**src/core/clcc_pkg.sv**
```systemverilog
// Functional notes
// - Counter 1 clears when captured, if enabled
// - Terminal edge captures counter 1 unless disabled
// - Software capture command always captures counters
// - Trigger terminal is edge sensitive, one capture
// - Origin return captures counter 1 when enabled
// - Ring mode wraps counter 1 at comparator 1
// - Counter 2 clears when captured, if enabled
// - Separate terminal capture control for counter 2
// - Terminal edge captures counter 2 unless disabled
package clcc_pkg;

    localparam int DATA_W = 32;
    localparam int ADDR_W = 5;
    localparam int STRB_W = DATA_W / 8;

    // Register byte offsets
    localparam logic [ADDR_W-1:0] OFS_CONFIG = 5'h00;
    localparam logic [ADDR_W-1:0] OFS_COMMAND = 5'h04;
    localparam logic [ADDR_W-1:0] OFS_CTR1 = 5'h08;
    localparam logic [ADDR_W-1:0] OFS_CTR2 = 5'h0C;
    localparam logic [ADDR_W-1:0] OFS_CMP1 = 5'h10;
    localparam logic [ADDR_W-1:0] OFS_LATCH1 = 5'h14;
    localparam logic [ADDR_W-1:0] OFS_LATCH2 = 5'h18;
    localparam logic [ADDR_W-1:0] OFS_STATUS = 5'h1C;

    // Command codes and field values
    localparam logic [7:0] CMD_SOFT_CAPTURE = 8'h29;
    localparam logic [DATA_W-1:0] CFG_WMASK = 32'h0000_03F0;
    localparam logic [DATA_W-1:0] CFG_RESET = 32'h0000_0000;
    localparam logic [DATA_W-1:0] CTR_RESET = 32'h0000_0000;
    localparam logic [DATA_W-1:0] CMP_RESET = 32'h0000_0000;
    localparam logic [DATA_W-1:0] CTR_ONE = 32'h0000_0001;
    localparam int STAT_CAP1_BIT = 0;
    localparam int STAT_CAP2_BIT = 1;

    // AXI response codes
    localparam logic [1:0] RESP_OKAY = 2'h0;
    localparam logic [1:0] RESP_SLVERR = 2'h2;

    // Configuration word, bits 4 to 9 carry the capture controls
    typedef struct packed {
        logic [21:0] rsvd_hi;
        logic ctr2_terminal_capture_disable;
        logic ctr2_clear_on_capture;
        logic ctr1_ring_mode;
        logic ctr1_origin_capture_enable;
        logic ctr1_terminal_capture_disable;
        logic ctr1_clear_on_capture;
        logic [3:0] rsvd_lo;
    } clcc_cfg_s;

    // Count request for one counter in one cycle
    typedef struct packed {
        logic up;
        logic down;
    } clcc_step_s;

endpackage : clcc_pkg

```
**src/core/clcc_edge_detect.sv**
```systemverilog
`timescale 1ns/1ps
`default_nettype none
module clcc_edge_detect #(
    parameter bit ACTIVE_LOW = 1'b1
) (
    input wire logic clk,
    input wire logic reset,
    input wire logic level_in,
    output logic edge_pulse
);

    logic prev_r;

    // Previous level starts idle so reset release gives no false edge
    always_ff @(posedge clk) begin
        if (reset) begin
            prev_r <= ACTIVE_LOW;
        end else begin
            prev_r <= level_in;
        end
    end

    // One pulse per transition into the active level
    assign edge_pulse = ACTIVE_LOW ? (prev_r & ~level_in) : (~prev_r & level_in);

endmodule : clcc_edge_detect
`default_nettype wire

```
**src/core/clcc_top.sv**
```systemverilog
// Chosen here: register access over AXI4-Lite and the register offsets.
`timescale 1ns/1ps
`default_nettype none
module clcc_top (
    input wire logic clk,
    input wire logic reset,
    input wire logic [clcc_pkg::ADDR_W-1:0] s_axi_awaddr,
    input wire logic [2:0] s_axi_awprot,
    input wire logic s_axi_awvalid,
    output logic s_axi_awready,
    input wire logic [clcc_pkg::DATA_W-1:0] s_axi_wdata,
    input wire logic [clcc_pkg::STRB_W-1:0] s_axi_wstrb,
    input wire logic s_axi_wvalid,
    output logic s_axi_wready,
    output logic [1:0] s_axi_bresp,
    output logic s_axi_bvalid,
    input wire logic s_axi_bready,
    input wire logic [clcc_pkg::ADDR_W-1:0] s_axi_araddr,
    input wire logic [2:0] s_axi_arprot,
    input wire logic s_axi_arvalid,
    output logic s_axi_arready,
    output logic [clcc_pkg::DATA_W-1:0] s_axi_rdata,
    output logic [1:0] s_axi_rresp,
    output logic s_axi_rvalid,
    input wire logic s_axi_rready,
    input wire logic latch_trigger_terminal_n,
    input wire logic origin_capture_pulse,
    input wire clcc_pkg::clcc_step_s ctr1_step,
    input wire clcc_pkg::clcc_step_s ctr2_step,
    output logic [clcc_pkg::DATA_W-1:0] first_position_counter,
    output logic [clcc_pkg::DATA_W-1:0] second_position_counter
);

    localparam int DW = clcc_pkg::DATA_W;

    // Merge a write into an old word, byte lane by byte lane
    function automatic logic [DW-1:0] apply_strb(
        input logic [DW-1:0] old_val,
        input logic [DW-1:0] new_val,
        input logic [clcc_pkg::STRB_W-1:0] strb
    );
        logic [DW-1:0] res;
        res = old_val;
        for (int i = 0; i < clcc_pkg::STRB_W; i++) begin
            if (strb[i]) begin
                res[i*8 +: 8] = new_val[i*8 +: 8];
            end
        end
        return res;
    endfunction : apply_strb

    // One count step; in ring mode the span is 0 to the wrap value
    function automatic logic [DW-1:0] count_step(
        input logic [DW-1:0] val,
        input clcc_pkg::clcc_step_s step,
        input logic ring,
        input logic [DW-1:0] wrap
    );
        logic [DW-1:0] res;
        res = val;
        if (step.up && !step.down) begin
            res = (ring && val == wrap) ? clcc_pkg::CTR_RESET : val + clcc_pkg::CTR_ONE;
        end else if (step.down && !step.up) begin
            res = (ring && val == clcc_pkg::CTR_RESET) ? wrap : val - clcc_pkg::CTR_ONE;
        end
        return res;
    endfunction : count_step

    // Address decode shared by the read and write paths
    function automatic logic is_mapped(input logic [clcc_pkg::ADDR_W-1:0] addr);
        logic hit;
        hit = 1'b0;
        unique case (addr)
            clcc_pkg::OFS_CONFIG, clcc_pkg::OFS_COMMAND, clcc_pkg::OFS_CTR1,
            clcc_pkg::OFS_CTR2, clcc_pkg::OFS_CMP1, clcc_pkg::OFS_LATCH1,
            clcc_pkg::OFS_LATCH2, clcc_pkg::OFS_STATUS: hit = 1'b1;
            default: hit = 1'b0;
        endcase
        return hit;
    endfunction : is_mapped

    // Register state
    clcc_pkg::clcc_cfg_s cfg_r;
    logic [DW-1:0] ctr1_r;
    logic [DW-1:0] ctr2_r;
    logic [DW-1:0] cmp1_r;
    logic [DW-1:0] latch1_r;
    logic [DW-1:0] latch2_r;
    logic [1:0] status_r;

    // Bus slave state
    logic aw_held_r;
    logic [clcc_pkg::ADDR_W-1:0] aw_addr_r;
    logic w_held_r;
    logic [DW-1:0] w_data_r;
    logic [clcc_pkg::STRB_W-1:0] w_strb_r;
    logic bvalid_r;
    logic [1:0] bresp_r;
    logic rvalid_r;
    logic [1:0] rresp_r;
    logic [DW-1:0] rdata_r;

    // Decoded events
    logic wr_go;
    logic term_edge;
    logic soft_cmd;
    logic cap1;
    logic cap2;
    logic clr1;
    logic clr2;
    logic wr_ctr1;
    logic wr_ctr2;
    logic [DW-1:0] ctr1_base;
    logic [DW-1:0] ctr2_base;
    logic [DW-1:0] rd_data;

    // Terminal is active low; only its falling edge captures
    clcc_edge_detect #(
        .ACTIVE_LOW(1'b1)
    ) u_term_edge (
        .clk(clk),
        .reset(reset),
        .level_in(latch_trigger_terminal_n),
        .edge_pulse(term_edge)
    );

    // Handshake outputs; one write and one read slot each
    assign s_axi_awready = ~aw_held_r;
    assign s_axi_wready = ~w_held_r;
    assign s_axi_bvalid = bvalid_r;
    assign s_axi_bresp = bresp_r;
    assign s_axi_arready = ~rvalid_r;
    assign s_axi_rvalid = rvalid_r;
    assign s_axi_rresp = rresp_r;
    assign s_axi_rdata = rdata_r;
    assign first_position_counter = ctr1_r;
    assign second_position_counter = ctr2_r;

    // A write commits once address and data are both held and no response is pending
    assign wr_go = aw_held_r & w_held_r & ~bvalid_r;

    // Write address holding register
    always_ff @(posedge clk) begin
        if (reset) begin
            aw_held_r <= 1'b0;
            aw_addr_r <= '0;
        end else if (s_axi_awvalid && !aw_held_r) begin
            aw_held_r <= 1'b1;
            aw_addr_r <= s_axi_awaddr;
        end else if (wr_go) begin
            aw_held_r <= 1'b0;
        end
    end

    // Write data holding register
    always_ff @(posedge clk) begin
        if (reset) begin
            w_held_r <= 1'b0;
            w_data_r <= '0;
            w_strb_r <= '0;
        end else if (s_axi_wvalid && !w_held_r) begin
            w_held_r <= 1'b1;
            w_data_r <= s_axi_wdata;
            w_strb_r <= s_axi_wstrb;
        end else if (wr_go) begin
            w_held_r <= 1'b0;
        end
    end

    // Write response; unmapped offsets answer SLVERR and change nothing
    always_ff @(posedge clk) begin
        if (reset) begin
            bvalid_r <= 1'b0;
            bresp_r <= clcc_pkg::RESP_OKAY;
        end else if (wr_go) begin
            bvalid_r <= 1'b1;
            bresp_r <= is_mapped(aw_addr_r) ? clcc_pkg::RESP_OKAY : clcc_pkg::RESP_SLVERR;
        end else if (s_axi_bready) begin
            bvalid_r <= 1'b0;
        end
    end

    // Write strobes for the registers with side effects
    assign wr_ctr1 = wr_go && aw_addr_r == clcc_pkg::OFS_CTR1;
    assign wr_ctr2 = wr_go && aw_addr_r == clcc_pkg::OFS_CTR2;
    assign soft_cmd = wr_go && aw_addr_r == clcc_pkg::OFS_COMMAND && w_strb_r[0]
        && w_data_r[7:0] == clcc_pkg::CMD_SOFT_CAPTURE;

    // Configuration; reserved bits stay zero
    always_ff @(posedge clk) begin
        if (reset) begin
            cfg_r <= clcc_pkg::CFG_RESET;
        end else if (wr_go && aw_addr_r == clcc_pkg::OFS_CONFIG) begin
            cfg_r <= apply_strb(cfg_r, w_data_r, w_strb_r) & clcc_pkg::CFG_WMASK;
        end
    end

    // Wrap value for ring counting of counter 1
    always_ff @(posedge clk) begin
        if (reset) begin
            cmp1_r <= clcc_pkg::CMP_RESET;
        end else if (wr_go && aw_addr_r == clcc_pkg::OFS_CMP1) begin
            cmp1_r <= apply_strb(cmp1_r, w_data_r, w_strb_r);
        end
    end

    // Capture sources; the command ignores the terminal disable bits
    assign cap1 = (term_edge & ~cfg_r.ctr1_terminal_capture_disable)
        | (origin_capture_pulse & cfg_r.ctr1_origin_capture_enable)
        | soft_cmd;
    assign cap2 = (term_edge & ~cfg_r.ctr2_terminal_capture_disable)
        | soft_cmd;
    assign clr1 = cap1 & cfg_r.ctr1_clear_on_capture;
    assign clr2 = cap2 & cfg_r.ctr2_clear_on_capture;

    // Clear happens first, then this cycle's count is still applied
    assign ctr1_base = clr1 ? clcc_pkg::CTR_RESET : ctr1_r;
    assign ctr2_base = clr2 ? clcc_pkg::CTR_RESET : ctr2_r;

    // Counter 1; a host write overrides counting in that cycle
    always_ff @(posedge clk) begin
        if (reset) begin
            ctr1_r <= clcc_pkg::CTR_RESET;
        end else if (wr_ctr1) begin
            ctr1_r <= apply_strb(ctr1_r, w_data_r, w_strb_r);
        end else begin
            ctr1_r <= count_step(ctr1_base, ctr1_step, cfg_r.ctr1_ring_mode, cmp1_r);
        end
    end

    // Counter 2 always counts linearly here
    always_ff @(posedge clk) begin
        if (reset) begin
            ctr2_r <= clcc_pkg::CTR_RESET;
        end else if (wr_ctr2) begin
            ctr2_r <= apply_strb(ctr2_r, w_data_r, w_strb_r);
        end else begin
            ctr2_r <= count_step(ctr2_base, ctr2_step, 1'b0, cmp1_r);
        end
    end

    // Latches take the value before any clear or count step
    always_ff @(posedge clk) begin
        if (reset) begin
            latch1_r <= clcc_pkg::CTR_RESET;
        end else if (cap1) begin
            latch1_r <= ctr1_r;
        end
    end

    always_ff @(posedge clk) begin
        if (reset) begin
            latch2_r <= clcc_pkg::CTR_RESET;
        end else if (cap2) begin
            latch2_r <= ctr2_r;
        end
    end

    // Capture flags, write one to clear; a new capture beats the clear
    always_ff @(posedge clk) begin
        if (reset) begin
            status_r <= '0;
        end else begin
            if (wr_go && aw_addr_r == clcc_pkg::OFS_STATUS && w_strb_r[0]) begin
                status_r <= status_r & ~w_data_r[1:0] | {cap2, cap1};
            end else begin
                status_r <= status_r | {cap2, cap1};
            end
        end
    end

    // Read mux; reserved bits and the command word read as zero
    always_comb begin
        rd_data = '0;
        unique case (s_axi_araddr)
            clcc_pkg::OFS_CONFIG: rd_data = cfg_r;
            clcc_pkg::OFS_CTR1: rd_data = ctr1_r;
            clcc_pkg::OFS_CTR2: rd_data = ctr2_r;
            clcc_pkg::OFS_CMP1: rd_data = cmp1_r;
            clcc_pkg::OFS_LATCH1: rd_data = latch1_r;
            clcc_pkg::OFS_LATCH2: rd_data = latch2_r;
            clcc_pkg::OFS_STATUS: rd_data[1:0] = status_r;
            default: rd_data = '0;
        endcase
    end

    // Read channel: data one cycle after the address is taken
    always_ff @(posedge clk) begin
        if (reset) begin
            rvalid_r <= 1'b0;
            rresp_r <= clcc_pkg::RESP_OKAY;
            rdata_r <= '0;
        end else if (s_axi_arvalid && !rvalid_r) begin
            rvalid_r <= 1'b1;
            rresp_r <= is_mapped(s_axi_araddr) ? clcc_pkg::RESP_OKAY : clcc_pkg::RESP_SLVERR;
            rdata_r <= rd_data;
        end else if (s_axi_rready) begin
            rvalid_r <= 1'b0;
        end
    end

endmodule : clcc_top
`default_nettype wire

```
**config.mk**
```make
export PLATFORM = sky130hd
export DESIGN_NAME = clcc_top
export DESIGN_NICKNAME = d
export VERILOG_FILES = /design/src/core/clcc_pkg.sv /design/src/core/clcc_edge_detect.sv /design/src/core/clcc_top.sv
export SDC_FILE = /design/constraint.sdc
export NUM_CORES = 1
export LEC_CHECK = 0
export ABC_CLOCK_PERIOD_IN_PS = 12200
export BUFFER_PORTS_ARGS = -buffer_cell sky130_fd_sc_hd__buf_2
export CORE_MARGIN = 2
export CORE_UTILIZATION = 50
export CTS_CLUSTER_DIAMETER = 60
export CTS_CLUSTER_SIZE = 30
export DETAILED_ROUTE_END_ITERATION = 6
export MAX_ROUTING_LAYER = met4
export PLACE_DENSITY = 0.81
export SLEW_MARGIN = 25
export SYNTH_ARGS = -nofsm -noshare
export SYNTH_HDL_FRONTEND = slang
export SYNTH_HIERARCHICAL = 1
export SYNTH_SLANG_ARGS = --single-unit
```
**constraint.sdc**
```tcl
create_clock -name clk -period 12.2 [get_ports clk]
set_clock_uncertainty 0.2 [all_clocks]
set_input_delay 2.44 -clock clk [delete_from_list [all_inputs] [get_ports clk]]
set_output_delay 2.44 -clock clk [all_outputs]
set_load 0.03 [all_outputs]
```
Word level (Yosys, flattened, before mapping)

Memories as Yosys holds them, arrays and structs flattened. A register that Yosys moved wholly into a read port is not among the register bits.
Cells that the tools add are included.

Register bits: 250
Memory bits (read-only): 64
Input port bits: 65
Memories: 2

$add $sub $neg: 4
Equality and inequality tests: 21
Muxes and demuxes: 32
Bitwise logic cells: 22
Reductions and logical operators: 38

Memory list:

| name             | depth | bits a word | rd ports | clocked after memory_dff | wr ports | line           | text |
|---|---|---|---|---|---|---|---|
| (name not given) | 32    | 1           | 1        | 0                        | 0        | clcc_top.sv:73 | `unique case (addr)` |
| (name not given) | 32    | 1           | 1        | 1                        | 0        | clcc_top.sv:73 |  |

Operators by type and width:

| cell                    | number |
|---|---|
| $mux W32                | 10 |
| $pmux W30 S6            | 1 |
| $add A32 B1 Y32 const B | 2 |
| $sub A32 B1 Y32 const B | 2 |
| $eq A32 B32 Y1          | 1 |
| $logic_not A32 Y1       | 1 |
| $mux W8                 | 4 |
| $eq A5 B5 Y1 const B    | 6 |
| $eq A5 B4 Y1 const B    | 4 |
| $logic_and A1 B1 Y1     | 18 |
| $ne A2 B2 Y1 const B    | 8 |
| $pmux W2 S6             | 1 |
| $reduce_and A2 Y1       | 6 |
| $mux W1                 | 11 |
| $logic_not A5 Y1        | 2 |
| $mux W5                 | 2 |
| $and A1 B1 Y1           | 8 |
| $eq A8 B6 Y1 const B    | 1 |
| $reduce_bool A2 Y1      | 4 |
| $logic_not A1 Y1        | 7 |
| $not A1 Y1              | 7 |
| $mux W2                 | 3 |
| $eq A5 B3 Y1 const B    | 1 |
| $or A2 B2 Y2            | 2 |
| 3 further kinds         | 5 |

Depth between registers and ports, before layout

Depth after elaboration: 14
Gate-level depth with buffers: 18
Mapped depth without buffers: 16

Hierarchy

Netlist, hierarchy kept.

Modules (own cells, without submodules):

| module           | instances | cells an instance | area each (µm²) |
|---|---|---|---|
| clcc_top         | 1         | 2042              | 15026.9 |
| clcc_edge_detect | 1         | 3                 | 35.0 |

Worst setup path before layout

OpenSTA, ideal clock, no wires.

Path type: input-to-reg
From: input latch_trigger_terminal_n
To: register ctr2_r[26], in the netlist second_position_counter[26]
Setup time: 86 ps
Data arrival time: 5753 ps
Setup slack: 6162 ps
Cell stages on the path: 17
Path buffers: 2
Path through: and2b_2 -> inv_1 -> o22ai_2 -> nand2_1 -> clkbuf_1 -> clkbuf_1 -> nand2_1 -> inv_1 -> ha_1 -> nand3_1 -> or2_2 -> a2111oi_0 -> nand2_1 -> xor2_1 -> o21ai_0 -> a21oi_1 -> a211oi_1

Word-level cells in the longest chain between the ends: 10

Ends and longest elaborated chain:

| element              | line                   | text |
|---|---|---|
| from (decl)          | clcc_top.sv:26         | `input wire logic latch_trigger_terminal_n,` |
| $not A1 Y1 *         | clcc_edge_detect.sv:24 | `assign edge_pulse = ACTIVE_LOW ? (prev_r & ~level_in) : (~prev_r & level_in);` |
| $and A1 B1 Y1 *      | clcc_edge_detect.sv:24 |  |
| $and A1 B1 Y1 *      | clcc_top.sv:211        | `assign cap2 = (term_edge & ~cfg_r.ctr2_terminal_capture_disable)` |
| $or A1 B1 Y1 *       | clcc_top.sv:212        | `\| soft_cmd;` |
| $and A1 B1 Y1 *      | clcc_top.sv:214        | `assign clr2 = cap2 & cfg_r.ctr2_clear_on_capture;` |
| $mux W32 *           | clcc_top.sv:218        | `assign ctr2_base = clr2 ? clcc_pkg::CTR_RESET : ctr2_r;` |
| $sub A32 B1 Y32      | clcc_top.sv:64         | `res = (ring && val == clcc_pkg::CTR_RESET) ? wrap : val - clcc_pkg::CTR_ONE;` |
| $mux W32             | clcc_top.sv:63         | `end else if (step.down && !step.up) begin` |
| $mux W32 *           | clcc_top.sv:61         | `if (step.up && !step.down) begin` |
| $mux W32 *           | clcc_top.sv:235        | `end else if (wr_ctr2) begin` |
| to (signal assigned) | clcc_top.sv:234        | `ctr2_r <= clcc_pkg::CTR_RESET;` |
| to (signal assigned) | clcc_top.sv:236        | `ctr2_r <= apply_strb(ctr2_r, w_data_r, w_strb_r);` |
| to (signal assigned) | clcc_top.sv:238        | `ctr2_r <= count_step(ctr2_base, ctr2_step, 1'b0, cmp1_r);` |
| to (decl)            | clcc_top.sv:85         | `logic [DW-1:0] ctr2_r;` |

Mark *: on every way between the ends. The rest lies on a longest branch, timed or not.
A chain may end at the register's enable or synchronous reset.

Worst setup path in the final report

From: input latch_trigger_terminal_n
To: register ctr1_r[30], in the netlist first_position_counter[30]

Word-level cells in the longest chain between the ends: 13

Ends and longest elaborated chain:

| element                                                 | line                   | text |
|---|---|---|
| $not A1 Y1 *                                            | clcc_edge_detect.sv:24 |  |
| $and A1 B1 Y1 *                                         | clcc_edge_detect.sv:24 |  |
| via term_edge                                           | clcc_top.sv:105        | `logic term_edge;` |
| $and A1 B1 Y1 *                                         | clcc_top.sv:208        | `assign cap1 = (term_edge & ~cfg_r.ctr1_terminal_capture_disable)` |
| $or A1 B1 Y1 *                                          | clcc_top.sv:209        | `\| (origin_capture_pulse & cfg_r.ctr1_origin_capture_enable)` |
| $or A1 B1 Y1 *                                          | clcc_top.sv:210        | `\| soft_cmd;` |
| $and A1 B1 Y1 *                                         | clcc_top.sv:213        | `assign clr1 = cap1 & cfg_r.ctr1_clear_on_capture;` |
| $mux W32 *                                              | clcc_top.sv:217        | `assign ctr1_base = clr1 ? clcc_pkg::CTR_RESET : ctr1_r;` |
| branches (longest 4 deep; another with $sub A32 B1 Y32) | --                     |  |
| $mux W32 *                                              | clcc_top.sv:61         |  |
| $mux W32 *                                              | clcc_top.sv:224        | `end else if (wr_ctr1) begin` |
| to (signal assigned)                                    | clcc_top.sv:223        | `ctr1_r <= clcc_pkg::CTR_RESET;` |
| to (signal assigned)                                    | clcc_top.sv:225        | `ctr1_r <= apply_strb(ctr1_r, w_data_r, w_strb_r);` |
| to (signal assigned)                                    | clcc_top.sv:227        | `ctr1_r <= count_step(ctr1_base, ctr1_step, cfg_r.ctr1_ring_mode, cmp1_r);` |
| to (decl)                                               | clcc_top.sv:84         | `logic [DW-1:0] ctr1_r;` |

Mark *: on every way through the listed nets, which the timed path passes.

==> results.txt <==
Run status = completed
Grt ovf = 0
CTS tree = built
Hold Crit Depth = 1
Worst r2r src = w_data_r[3]
Type of the tightest min-delay check = flop to flop
Slew Limit Fails = 0
Chip width = 178 um
Share of cells above drive strength 1 = 14.1%
Mapped cell area = 15,100 um^2
CTS-repair resized insts = 0
Fmax = 154 MHz
DRC = 0
Setup_tns = 0 ns
Initial antenna violation count = 1
Data required time of the critical path = 12.48 ns
Vias = 16,400
Wire per inst = 22.7 um
Leak = 6.46 nW
Main combinational cell family by area after synthesis = simple AND/OR/NAND/NOR gates
Max Buffers Root-to-Sink = 3
Largest net degree at the start of global routing = 103
GR Layer Usage met2 = 53.9%
Final Hold Vio Count = 0
Clk slew on worst S/H paths = 0.09 ns
Slack of the worst reg-to-reg path = 7.15 ns
Mean area per synthesized cell = 7.37 um^2
Layout Area Growth over Synthesis = 13.3%
Post-CTS Hold Fix Bufs = 0
Initial Util = 50.8%
Final setup violation count = 0
Clock Latency Late Sink = 0.58 ns
Synth Area in Adders = 0.332%
FF+latch count, synth = 249
CTS sink count = 249
Post-synth top area cell = dfxtp_1
Most frequent cells after synthesis = 353 x nand2_1, 249 x dfxtp_1, 185 x a21oi_1
Sequential-to-total area share from yosys stat = 33.1%
Post-Synth Simple-Gate Area = 25.3%
Cell Pwr Density = 149 nW/um^2
Post-layout min period = 6.49 ns
Critical path fanouts, max = 48
Mux contribution to synthesized area = 8.08%
WL final = 56.7 mm
Hold EP = s_axi_bresp[1]
Arrival @ worst endpoint = 6.77 ns
Ys Warns = 6
Xor and xnor area share after synthesis = 2.67%
Vias in the first global route = 15,100
GRT Resource Usage Total = 36.4%
Clk root buf = clkbuf_16
Met1 usage = 47.8%
Startpoint Class = input port
Synth cell types = 78
Die Y = 178 um
Top-area cell type share of the netlist area = 33.1%
Top-count cell post-synth = nand2_1
RePlAce Congestion = 0.979
GR peak layer = met2
Hold WS = 0.246 ns
Core Region = 29,600 um^2
First-pass GRT wire length = 87.3 mm
Mapped Cells = 2,045
Top_reg_cell synth = dfxtp_1
Setup Buffers After CTS = 0
First-pass DRT Iterations = 6
Compound-Gate Fraction of Synth Area = 24.7%
Die ar. = 31,500 um^2
M3 GR Usage = 9.02%
Relative slew slack = 27.4%
Final period utilization = 53.2%
Max_cap viols = 0
Number of enable flip-flop cells after synthesis = 0
Power Total = 0.00254 W
Synth async-reset ratio = 0%
Worst-Margin Slew = 1.09 ns
Remaining antenna violation count = 0
Crit end category = flop
Detailed Place HPWL = 39.5 mm
# rows = 63
Vias per cell = 6.56
R2r endpoint = first_position_counter[8]
Synth area leaders = dfxtp_1 33%, nand2_1 8.8%, a21oi_1 6.1%, mux2i_1 5.9%, nor2_1 4.4%
IO Pins = 170
Layout Nets = 2,154
Number of buffers created by CTS = 28
H-tree depth = 1
PortBufs = 161
Critical path type = input port to flop
Worst vdd ir = 124 uV
Unrepaired setup endpoints after global routing = false
Drt initial violations = 2,282
Worst R2R Path Depth = 13
==> sequential cells by signal, summed over array words and instances, names as in the netlist, named ones only <==
name	count
latch1_r	32
w_data_r	32
cfg_r	6
s_axi_bresp	1
cmp1_r	32
w_held_r	1
s_axi_rresp	1
aw_addr_r	5
s_axi_bvalid	1
latch2_r	32
first_position_counter	32
aw_held_r	1
second_position_counter	32
w_strb_r	4
u_term_edge/prev_r	1
status_r	2
s_axi_rvalid	1
s_axi_rdata	32
==> per-layer routing <==
metal	share of wire, %	up-vias	routed length [um]
li1	-	7436	-
met1	39	7733	22400
met2	43	1064	24600
met3	13	156	7290
met4	4.3	0	2410
met5	0	-	0
==> where the power goes <==
group / internal, W / leakage (nW) / total (W) / switching [W]
registers: 0.000857 / 2.02 / 0.000977 / 0.000120
clock network: 0.000538 / 0.527 / 0.000981 / 0.000443
logic: 0.000215 / 3.91 / 0.000581 / 0.000366
==> logic make-up (layout without fill, tap and decap cells) <==
kind of cell | Yosys count | after routing
mux | 112 | 112
compound gates | 576 | 576
other cells | 1 | 4
simple gates | 829 | 829
buf+inv | 228 | 289
xor+xnor | 46 | 46
fa+ha+maj | 4 | 4
flops | 249 | 249
==> critical path, stage by stage <==
cell      delay (ns)
buf_2           0.10
and2b_2         0.23
nand2b_1        0.10
a21bo_2         0.24
o21a_1          0.15
buf_4           0.42
nand2_1         0.21
inv_1           0.11
ha_1            0.21
and4_1          0.25
nand4_1         0.29
nor3_1          0.61
nand4_1         0.40
nor2_1          0.28
nand3_1         0.13
xnor2_1         0.22
a21oi_1         0.09
a211oi_1        0.28
==> area by class of cell <==
class | count | area [um^2]
clock inverter | 21 | 358
multi-input combinational | 1569 | 9260
timing repair buffer | 197 | 1080
fill | 2778 | 12600
inverter | 40 | 150
tap | 390 | 488
sequential | 249 | 4990
antenna | 2 | 5.00
clock buffer | 31 | 733
==> layout by cell type (no fill, tap or decap), types with 8 or more instances in the layout <==
cell type    n
nor2b_1     21
clkbuf_16   29
buf_4       36
or3_1       10
nor2_1     175
a22o_1      32
xor2_1      21
mux2_2      17
dfxtp_1    248
a31oi_1     22
nand2b_1    35
o2111ai_1    8
nand2_1    353
xnor2_1     25
mux2i_1     89
o21a_1      11
nor3_1      62
and3_1      17
buf_2      160
a22oi_1     58
a221oi_1    23
a21oi_1    185
inv_1       40
nand4_1     17
nand3_1     55
o22ai_1     20
and2_1       8
o21ai_0     95
a211oi_1    55
nor4_1      24
==> worst max-delay path by stage <==
| stage | cells past startpoint | start | to | slack, ns |
|---|---|---|---|---|
| floorplan | 17 | latch_trigger_terminal_n | second_position_counter[26] | 6.16 |
| global placement | 18 | latch_trigger_terminal_n | first_position_counter[30] | 5.38 |
| detailed placement | 18 | latch_trigger_terminal_n | first_position_counter[30] | 5.23 |
| CTS | 18 | latch_trigger_terminal_n | first_position_counter[30] | 5.81 |
| global route | 18 | latch_trigger_terminal_n | first_position_counter[30] | 5.37 |
| finish | 18 | latch_trigger_terminal_n | first_position_counter[30] | 5.71 |
==> stage by stage <==
stage / instances / utilization (%) / cell area [um^2] / setup slack [ns]
global route: 2498 / 57.6 / 17100 / 5.37
detailed placement: 2445 / 53.9 / 16000 / 5.23
finish: 2499 / 57.6 / 17100 / 5.71
global placement: 2445 / 53.9 / 16000 / 5.38
CTS: 2497 / 57.5 / 17100 / 5.81
floorplan: 2046 / - / 15100 / 6.16
Power figures use the tool's default switching activity.
